File: src/verilog/ddrb_pkg.sv
// Shared constants and carrier types for the burst-of-2 separate-I/O SRAM port
package ddrb_pkg;
    localparam int DATA_W     = 18;
    localparam int LANE_W     = 9;
    localparam int LANES      = 2;
    localparam int BEATS      = 2;
    localparam int ADDR_W     = 4;
    localparam int MEM_DEPTH  = (2 ** ADDR_W) * BEATS;
    localparam int IMP_PERIOD = 1024;
    localparam int IMP_CNT_W  = 10;
    localparam int IMP_CODE_W = 6;
    localparam logic [IMP_CODE_W-1:0] IMP_CODE_RST = 6'h20;
    localparam logic [IMP_CODE_W-1:0] IMP_CODE_MAX = 6'h3f;
    localparam logic [IMP_CNT_W-1:0]  IMP_CNT_LAST = 10'h3ff;
    localparam logic [DATA_W-1:0]     DATA_RST     = 18'h00000;

    // One data beat with its lane masks, sampled together
    typedef struct packed {
        logic [LANES-1:0]  mask_n;
        logic [DATA_W-1:0] data;
    } ddrb_beat_t;

    // Every pin that crosses into the sampling clock domain
    typedef struct packed {
        logic              in_rise;
        logic              in_fall;
        logic              out_rise;
        logic              out_fall;
        logic              fetch_en_n;
        logic              store_en_n;
        logic              loop_bypass_n;
        logic              imped_ref;
        logic [ADDR_W-1:0] line_index;
        ddrb_beat_t        beat;
    } ddrb_pins_t;

    localparam int PINS_W = $bits(ddrb_pins_t);
endpackage

File: src/verilog/ddrb_sram_port.sv
// Burst-of-2 separate-I/O DDR SRAM port: command sampling, beats, masks, pass-through
// Functional notes
// - Read address and read enable are sampled on each rising input clock edge.
// - Read enable low starts read; beats launch on output fall then output rise.
// - Read enable high on rising input clock gives a read deselect cycle.
// - Write enable sampled on rising input clock; address on following falling-clock rise.
// - First write beat captured on the edge that samples write enable low.
// - Second write beat and address captured on next falling-clock rise.
// - Write enable high gives a write deselect; memory stays unchanged.
// - Both enables high deselect both ports.
// - A command on one port never disturbs a transfer on the other.
// - A started two-beat transfer always completes; new commands do not abort it. Here a first-beat launch in the same cycle drops the second beat.
// - Each lane mask sampled with its beat; high mask keeps 9-bit lane unchanged.
// - Each write command defines two beats, up to 36 bits.
// - Masks apply independently per beat and per lane.
// - Output clocks both high: input clocks launch read data instead.
// - Free cycle counter triggers impedance evaluation every 1024 cycles.
// - Each evaluation moves the impedance code at most one step.
// - Read right after write to same location returns the new data.
// - Same address read and written in one cycle forwards incoming write data.
// - Low loop bypass input disables the internal delay-locked loop.
// - Alternating reads and writes may start with either command.
// - Burst address low bit is zero on first beat, one on second.
// - Read and write sequencers may be active together, both stepped by input clock; here read beats launch on output clocks unless tied high.
module ddrb_sram_port (
    input  wire logic                              clk_i,
    input  wire logic                              rst_b_i,
    input  wire logic                              ce_i,
    input  wire logic                              input_timing_rise_i,
    input  wire logic                              input_timing_fall_i,
    input  wire logic                              output_timing_rise_i,
    input  wire logic                              output_timing_fall_i,
    input  wire logic                              fetch_en_n_i,
    input  wire logic                              store_en_n_i,
    input  wire logic [ddrb_pkg::ADDR_W-1:0]       line_index_i,
    input  wire logic [ddrb_pkg::DATA_W-1:0]       store_bus_i,
    input  wire logic [ddrb_pkg::LANES-1:0]        lane_mask_n_i,
    input  wire logic                              loop_bypass_n_i,
    input  wire logic                              imped_ref_i,
    output logic      [ddrb_pkg::DATA_W-1:0]       fetch_bus_o,
    output logic                                   fetch_oe_o,
    output logic                                   echo_strobe_o,
    output logic                                   echo_strobe_n_o,
    output logic                                   loop_off_o,
    output logic      [ddrb_pkg::IMP_CODE_W-1:0]   imped_code_o,
    output logic                                   imped_eval_o
);
    ////////////////////////////////////////////////////////////////////////////////
    // Pin sampling and link clock edge detection
    ddrb_pkg::ddrb_pins_t              pins_raw;
    ddrb_pkg::ddrb_pins_t              pins;
    logic [ddrb_pkg::PINS_W-1:0]       pins_sync;
    logic [3:0]                        clk_prev;
    logic [3:0]                        next_clk_prev;
    logic                              k_rise;
    logic                              kn_rise;
    logic                              c_rise;
    logic                              cn_rise;
    logic                              out_tied;
    logic                              trig1;
    logic                              trig2;

    always_comb begin
        pins_raw.in_rise       = input_timing_rise_i;
        pins_raw.in_fall       = input_timing_fall_i;
        pins_raw.out_rise      = output_timing_rise_i;
        pins_raw.out_fall      = output_timing_fall_i;
        pins_raw.fetch_en_n    = fetch_en_n_i;
        pins_raw.store_en_n    = store_en_n_i;
        pins_raw.loop_bypass_n = loop_bypass_n_i;
        pins_raw.imped_ref     = imped_ref_i;
        pins_raw.line_index    = line_index_i;
        pins_raw.beat.mask_n   = lane_mask_n_i;
        pins_raw.beat.data     = store_bus_i;
    end

    // Data and strobes share one synchroniser depth, so they stay aligned to their clock edges
    ddrb_sync #(
        .WIDTH (ddrb_pkg::PINS_W)
    ) u_sync (
        .clk_i   (clk_i),
        .rst_b_i (rst_b_i),
        .ce_i    (ce_i),
        .async_i (pins_raw),
        .sync_o  (pins_sync)
    );

    always_comb begin
        pins          = ddrb_pkg::ddrb_pins_t'(pins_sync);
        next_clk_prev = {pins.in_rise, pins.in_fall, pins.out_rise, pins.out_fall};
        k_rise        = pins.in_rise & ~clk_prev[3];
        kn_rise       = pins.in_fall & ~clk_prev[2];
        c_rise        = pins.out_rise & ~clk_prev[1];
        cn_rise       = pins.out_fall & ~clk_prev[0];
        out_tied      = pins.out_rise & pins.out_fall;
        trig1         = out_tied ? kn_rise : cn_rise;
        trig2         = out_tied ? k_rise : c_rise;
    end

    always_ff @(posedge clk_i or negedge rst_b_i) begin
        if (!rst_b_i) begin
            clk_prev <= 4'hf;
        end else if (ce_i) begin
            clk_prev <= next_clk_prev;
        end
    end

    ////////////////////////////////////////////////////////////////////////////////
    // Storage and write port
    function automatic logic [ddrb_pkg::DATA_W-1:0] lane_merge(
        input logic [ddrb_pkg::DATA_W-1:0] old_w,
        input ddrb_pkg::ddrb_beat_t        beat
    );
        logic [ddrb_pkg::DATA_W-1:0] res;
        res = old_w;
        for (int l = 0; l < ddrb_pkg::LANES; l++) begin
            if (!beat.mask_n[l]) begin
                res[l*ddrb_pkg::LANE_W +: ddrb_pkg::LANE_W] = beat.data[l*ddrb_pkg::LANE_W +: ddrb_pkg::LANE_W];
            end
        end
        return res;
    endfunction

    logic [ddrb_pkg::DATA_W-1:0] mem      [ddrb_pkg::MEM_DEPTH];
    logic [ddrb_pkg::DATA_W-1:0] next_mem [ddrb_pkg::MEM_DEPTH];
    logic                        w_pend;
    logic                        next_w_pend;
    ddrb_pkg::ddrb_beat_t        w_beat0;
    ddrb_pkg::ddrb_beat_t        next_w_beat0;
    logic                        commit;

    always_comb begin
        next_mem     = mem;
        next_w_pend  = w_pend;
        next_w_beat0 = w_beat0;
        commit       = kn_rise & w_pend;
        if (commit) begin
            // Beat 0 at even index, beat 1 at odd: burst low bit is internal
            next_mem[{pins.line_index, 1'b0}] = lane_merge(mem[{pins.line_index, 1'b0}], w_beat0);
            next_mem[{pins.line_index, 1'b1}] = lane_merge(mem[{pins.line_index, 1'b1}], pins.beat);
            next_w_pend = 1'b0;
        end
        if (k_rise) begin
            next_w_pend  = ~pins.store_en_n;
            next_w_beat0 = pins.beat;
        end
    end

    always_ff @(posedge clk_i or negedge rst_b_i) begin
        if (!rst_b_i) begin
            for (int i = 0; i < ddrb_pkg::MEM_DEPTH; i++) begin
                mem[i] <= ddrb_pkg::DATA_RST;
            end
            w_pend  <= 1'b0;
            w_beat0 <= '0;
        end else if (ce_i) begin
            mem     <= next_mem;
            w_pend  <= next_w_pend;
            w_beat0 <= next_w_beat0;
        end
    end

    ////////////////////////////////////////////////////////////////////////////////
    // Read port: command register, launch stage, output registers
    logic                        rd_pend;
    logic                        next_rd_pend;
    logic [ddrb_pkg::ADDR_W-1:0] rd_addr;
    logic [ddrb_pkg::ADDR_W-1:0] next_rd_addr;
    logic                        arm1;
    logic                        next_arm1;
    logic                        arm2;
    logic                        next_arm2;
    logic [ddrb_pkg::DATA_W-1:0] o_beat0;
    logic [ddrb_pkg::DATA_W-1:0] next_o_beat0;
    logic [ddrb_pkg::DATA_W-1:0] o_beat1;
    logic [ddrb_pkg::DATA_W-1:0] next_o_beat1;
    logic [ddrb_pkg::DATA_W-1:0] hold1;
    logic [ddrb_pkg::DATA_W-1:0] next_hold1;
    logic [ddrb_pkg::DATA_W-1:0] next_fetch_bus;
    logic                        next_fetch_oe;

    always_comb begin
        next_rd_pend   = rd_pend;
        next_rd_addr   = rd_addr;
        next_arm1      = arm1;
        next_arm2      = arm2;
        next_o_beat0   = o_beat0;
        next_o_beat1   = o_beat1;
        next_hold1     = hold1;
        next_fetch_bus = fetch_bus_o;
        next_fetch_oe  = fetch_oe_o;
        // Second beat is handled first, so a reload in the same cycle overrides it and cuts it short
        if (trig2 && arm2) begin
            next_fetch_bus = hold1;
            next_arm2      = 1'b0;
        end
        if (trig1) begin
            if (arm1) begin
                next_fetch_bus = o_beat0;
                next_fetch_oe  = 1'b1;
                next_hold1     = o_beat1;
                next_arm2      = 1'b1;
                next_arm1      = 1'b0;
            end else if (!arm2) begin
                next_fetch_oe = 1'b0;
            end
        end
        if (k_rise) begin
            // Writes commit on the falling-clock edge before this load, so same-cycle
            // address reuse sees the incoming write data rather than stale content
            if (rd_pend) begin
                next_o_beat0 = mem[{rd_addr, 1'b0}];
                next_o_beat1 = mem[{rd_addr, 1'b1}];
                next_arm1    = 1'b1;
            end
            next_rd_pend = ~pins.fetch_en_n;
            next_rd_addr = pins.line_index;
        end
    end

    always_ff @(posedge clk_i or negedge rst_b_i) begin
        if (!rst_b_i) begin
            rd_pend     <= 1'b0;
            rd_addr     <= '0;
            arm1        <= 1'b0;
            arm2        <= 1'b0;
            o_beat0     <= ddrb_pkg::DATA_RST;
            o_beat1     <= ddrb_pkg::DATA_RST;
            hold1       <= ddrb_pkg::DATA_RST;
            fetch_bus_o <= ddrb_pkg::DATA_RST;
            fetch_oe_o  <= 1'b0;
        end else if (ce_i) begin
            rd_pend     <= next_rd_pend;
            rd_addr     <= next_rd_addr;
            arm1        <= next_arm1;
            arm2        <= next_arm2;
            o_beat0     <= next_o_beat0;
            o_beat1     <= next_o_beat1;
            hold1       <= next_hold1;
            fetch_bus_o <= next_fetch_bus;
            fetch_oe_o  <= next_fetch_oe;
        end
    end

    ////////////////////////////////////////////////////////////////////////////////
    // Echo strobes, loop bypass and impedance calibration
    logic next_echo;
    logic next_echo_n;
    logic next_loop_off;

    always_comb begin
        next_echo     = out_tied ? pins.in_rise : pins.out_rise;
        next_echo_n   = out_tied ? pins.in_fall : pins.out_fall;
        next_loop_off = ~pins.loop_bypass_n;
    end

    always_ff @(posedge clk_i or negedge rst_b_i) begin
        if (!rst_b_i) begin
            echo_strobe_o   <= 1'b0;
            echo_strobe_n_o <= 1'b0;
            loop_off_o      <= 1'b0;
        end else if (ce_i) begin
            echo_strobe_o   <= next_echo;
            echo_strobe_n_o <= next_echo_n;
            loop_off_o      <= next_loop_off;
        end
    end

    ddrb_imp_cal u_imp (
        .clk_i   (clk_i),
        .rst_b_i (rst_b_i),
        .ce_i    (ce_i),
        .tick_i  (k_rise),
        .above_i (pins.imped_ref),
        .code_o  (imped_code_o),
        .eval_o  (imped_eval_o)
    );
endmodule

File: src/verilog/ddrb_sync.sv
// Two-flop synchroniser for a bundle of asynchronous pins
module ddrb_sync #(
    parameter int WIDTH = 1
) (
    input  wire logic             clk_i,
    input  wire logic             rst_b_i,
    input  wire logic             ce_i,
    input  wire logic [WIDTH-1:0] async_i,
    output logic      [WIDTH-1:0] sync_o
);
    logic [WIDTH-1:0] meta;
    logic [WIDTH-1:0] next_meta;
    logic [WIDTH-1:0] next_sync;

    always_comb begin
        next_meta = ce_i ? async_i : meta;
        next_sync = ce_i ? meta : sync_o;
    end

    always_ff @(posedge clk_i or negedge rst_b_i) begin
        if (!rst_b_i) begin
            // Reset to the idle-high level of enables, tied output clocks and loop pin: no false edge after reset
            meta   <= '1;
            sync_o <= '1;
        end else begin
            meta   <= next_meta;
            sync_o <= next_sync;
        end
    end
endmodule

File: src/verilog/ddrb_imp_cal.sv
// Periodic output impedance evaluation: cycle counter and one-step code tracking
module ddrb_imp_cal (
    input  wire logic                           clk_i,
    input  wire logic                           rst_b_i,
    input  wire logic                           ce_i,
    input  wire logic                           tick_i,
    input  wire logic                           above_i,
    output logic      [ddrb_pkg::IMP_CODE_W-1:0] code_o,
    output logic                                eval_o
);
    logic [ddrb_pkg::IMP_CNT_W-1:0]  cnt;
    logic [ddrb_pkg::IMP_CNT_W-1:0]  next_cnt;
    logic [ddrb_pkg::IMP_CODE_W-1:0] next_code;
    logic                            next_eval;

    always_comb begin
        next_cnt  = cnt;
        next_code = code_o;
        next_eval = 1'b0;
        if (tick_i) begin
            next_cnt = cnt + 10'h001;
            if (cnt == ddrb_pkg::IMP_CNT_LAST) begin
                next_eval = 1'b1;
                // One step per evaluation keeps drive changes glitch-free on the bus
                if (above_i && code_o != ddrb_pkg::IMP_CODE_MAX) begin
                    next_code = code_o + 6'h01;
                end else if (!above_i && code_o != 6'h00) begin
                    next_code = code_o - 6'h01;
                end
            end
        end
    end

    always_ff @(posedge clk_i or negedge rst_b_i) begin
        if (!rst_b_i) begin
            cnt    <= '0;
            code_o <= ddrb_pkg::IMP_CODE_RST;
            eval_o <= 1'b0;
        end else if (ce_i) begin
            cnt    <= next_cnt;
            code_o <= next_code;
            eval_o <= next_eval;
        end
    end
endmodule

File: config.mk
export PLATFORM = sky130hd
export DESIGN_NAME = ddrb_sram_port
export DESIGN_NICKNAME = d
export VERILOG_FILES = /design/src/verilog/ddrb_pkg.sv /design/src/verilog/ddrb_sram_port.sv /design/src/verilog/ddrb_sync.sv /design/src/verilog/ddrb_imp_cal.sv
export SDC_FILE = /design/constraint.sdc
export NUM_CORES = 2
export LEC_CHECK = 0
export ABC_AREA = 1
export BUFFER_PORTS_ARGS = -buffer_cell sky130_fd_sc_hd__buf_2
export CORE_UTILIZATION = 50
export DETAILED_ROUTE_END_ITERATION = 16
export PLACE_DENSITY = 0.7
export RECOVER_POWER = 50
export SKIP_CTS_REPAIR_TIMING = 1
export SLEW_MARGIN = 20
export SYNTH_ARGS = -nofsm -noshare
export SYNTH_HDL_FRONTEND = slang
export SYNTH_SLANG_ARGS = --single-unit
export TNS_END_PERCENT = 50
File: constraint.sdc
create_clock -name clk_i -period 6.2 [get_ports clk_i]
set_input_delay 0.93 -clock clk_i [delete_from_list [all_inputs] [get_ports clk_i]]
set_output_delay 0.93 -clock clk_i [all_outputs]
set_load 0.02 [all_outputs]
==> flow_metrics.py <==
metrics = {
    "synthesis": {
        "netlist_area_sq_um": 39600,
        "synth.avg_cell_area_sq_um": 7.63,
        "syn_inst": 5189,
        "synth_nets": 5228,
        "yosys_register_bits": 765,
        "ys_warn_count": 0,
        "ys.flop_type": "dfrtp_1",
        "synth_async_sr_flop_share_pct": 100,
        "synth_cell_types": 33,
        "ys_seq_area_share_pct": 48.6,
        "synth-edff-count": 0,
    },
    "routing": {
        "vias": 38700,
        "drt_iter0_markers": 5516,
        "post-route-drc-count": 0,
        "wl_per_cell_um": 24.0,
        "ant_nets": 0,
        "wirelength_um": 145000,
        "first_pass_iters": 6,
        "routed_via_density": 6.38,
    },
    "timing": {
        "setup_viol": 0,
        "worst_slew_pin_slew_ns": 3.24,
        "finalClockSkew_ns": 0.0225,
        "fin_crit_sh_pct": 76.5,
        "rsz0062_at_grt": "no",
        "fmax_mhz": 211,
        "finalSetupTns_ns": 0,
        "setup_slack_ns": 1.46,
        "finalHoldViolCount": 0,
        "slew_viol_final": 398,
        "slew_headroom_pct": -116,
        "post-route-min-period_ns": 4.74,
    },
    "global_route": {
        "overflow": 0,
        "met3_usage_pct": 8.87,
        "use_met2_pct": 51.8,
        "grt_max_degree": 172,
        "grt_usage_pct": 35.8,
        "met1_usage_pct": 48.3,
        "top_usage_layer": "met2",
        "antenna_found_initial": 3,
        "grt_pass1_wl_um": 224000,
        "grt_pass1_vias": 36900,
    },
    "power_and_ir_drop": {
        "ir_drop_v": 0.000229,
        "leakagePower_nw": 21.3,
        "power.density_nw_per_um2": 375,
        "finalPower_mw": 16.0,
    },
    "setup_path": {
        "worstPathRequired_ns": 6.71,
        "rr_worst_depth": 9,
        "path_max_fanout": 57,
        "end_kind": "flip-flop",
        "critical_path_class": "in2reg",
        "critPathArrivalTime_ns": 5.26,
        "start_kind": "input port",
        "reg2reg_from": "clk_prev[3]",
        "r2r_setup_slack_ns": 1.48,
        "r2r-end": "o_beat1[7]",
    },
    "placed_design": {
        "dp.cells": 5915,
        "place_congestion": 0.886,
        "portBuffers": 63,
        "place_ws_ns": 2.04,
        "hpwl_um": 80100,
    },
    "cells_and_area": {
        "fin_cells": 6065,
        "nets": 4998,
        "drive_gt1_share_pct": 8.52,
        "fillers": 7250,
        "syn2layout_area_growth_pct": 8.13,
    },
    "status": {
        "violations": "capacitance limit, slew limit",
        "outcome": "finished with violations",
    },
    "die": {
        "num_rows": 102,
        "fp.coreArea_sq_um": 77800,
        "io-pin-count": 64,
        "dieWidth_um": 283,
        "initial_utilization_pct": 50.8,
        "fp.dieH_um": 283,
        "die-area_sq_um": 80300,
    },
    "clock_network": {
        "clock_sinks": 765,
        "path_clk_slew_ns": 0.06,
        "cts_made_buffers": 82,
        "cts_max_level": 3,
        "root_buffer": "clkbuf_16",
        "clock_latency_ns": 0.65,
        "cts_buffer_depth": 3,
        "cts_tree": "yes",
    },
    "worst_hold_path": {
        "min_path_type": "in2async",
    },
    "flow_run": {
        "maxCapViolCount": 5,
    },
}
flip-flops by register name (all words and copies together), names as in the netlist, 4 cells and up:
register / count
hold1: 18
o_beat0: 18
rd_addr: 4
w_beat0: 20
u_imp.cnt: 10
u_sync.meta: 32
fetch_bus_o: 18
u_sync.sync_o: 32
clk_prev: 4
u_imp.code_o: 6
mem: 576
o_beat1: 18
how the worst max path moves through the flow:
stage	startpoint	end	slack (ns)	cells past startpoint
floorplan	ce_i	mem[454]	3.80	11
global placement	ce_i	mem[407]	2.14	8
detailed placement	ce_i	mem[431]	2.04	8
CTS	u_sync.sync_o[22]	mem[431]	2.38	10
global route	ce_i	o_beat1[11]	1.24	9
finish	ce_i	o_beat1[7]	1.46	9
placed cells by master (no fill, tap or decap), drive strengths merged, types with 101 or more instances in the layout:
master	count
o21ai	614
nand2	1649
nor2	293
a21oi	111
o221ai	101
nand3	670
clkbuf	130
buf	120
dfrtp	696
inv	211
a22oi	188
synth_stat cells, drive strengths merged, types with 7 or more instances:
| library cell | number | area share (%) |
|---|---|---|
| clkinv | 9 | 0.085 |
| o221ai | 101 | 2.2 |
| a22oi | 188 | 3.6 |
| buf | 147 | 1.7 |
| dfrtp | 696 | 44 |
| nand2 | 1649 | 16 |
| o21a | 12 | 0.23 |
| a21oi | 111 | 1.4 |
| o22ai | 61 | 0.96 |
| xor2 | 7 | 0.15 |
| nand4 | 29 | 0.92 |
| inv | 203 | 1.9 |
| nand3 | 670 | 8.5 |
| nor2 | 293 | 2.8 |
| clkbuf | 293 | 2.8 |
| or2 | 19 | 0.30 |
| o21ai | 614 | 7.8 |
| dfstp | 69 | 4.6 |
cells by family (layout without fill, tap and decap cells):
logic type,count (synthesis),after routing,synth area share (%)
fa+ha+maj,4,4,0.126
buf+inv,652,487,6.52
other cells,0,1,0
flops,765,765,48.6
simple gates,2667,2667,28.3
compound gates,1090,1090,16.2
xor+xnor,11,11,0.243
final cells by class:
cell class | count | area (sq um) | share of cell area, %
Multi-Input combinational cell | 3772 | 17900 | 41.8
Tap cell | 1040 | 1300 | 3.04
Timing Repair Buffer | 126 | 868 | 2.03
Clock inverter | 25 | 195 | 0.456
Inverter | 212 | 816 | 1.91
Sequential cell | 765 | 19200 | 45.0
Antenna cell | 1 | 2.50 | 0.00585
Clock buffer | 124 | 2480 | 5.80
layer usage:
metal  part of all wire, %  vias to the layer above  wire [um]
li1                      -                    17000          -
met1                    38                    18400      55500
met4                   7.0                        8      10200
met2                    42                     2739      60800
met5                 0.034                        -         49
met3                    13                      578      18800
power by group:
group | total [mW] | switching (mW) | internal, mW | leakage (nW)
Clock | 4.94 | 2.13 | 2.82 | 1.33
Sequential | 6.43 | 0.639 | 5.79 | 9.83
Combinational | 4.66 | 3.43 | 1.23 | 10.2
stage by stage:
step,util [%],hold WS [ns],cell area (sq um)
3_3_place_gp,51.6,0.449,40100
2_1_floorplan,-,0.442,39600
5_1_grt,55.0,0.313,42800
3_5_place_dp,51.6,0.454,40100
6_report,55.0,0.274,42800
4_1_cts,55.0,0.299,42800
critical path, stage by stage:
cell and delay, ns:
buf_4 0.27, nand2_1 0.13, clkbuf_1 1.99, inv_1 0.24, nand2_1 0.61, inv_2 0.50
buf_4 0.37, nand2_1 0.11, o21ai_0 0.07
(Power assumes the default switching activity.)
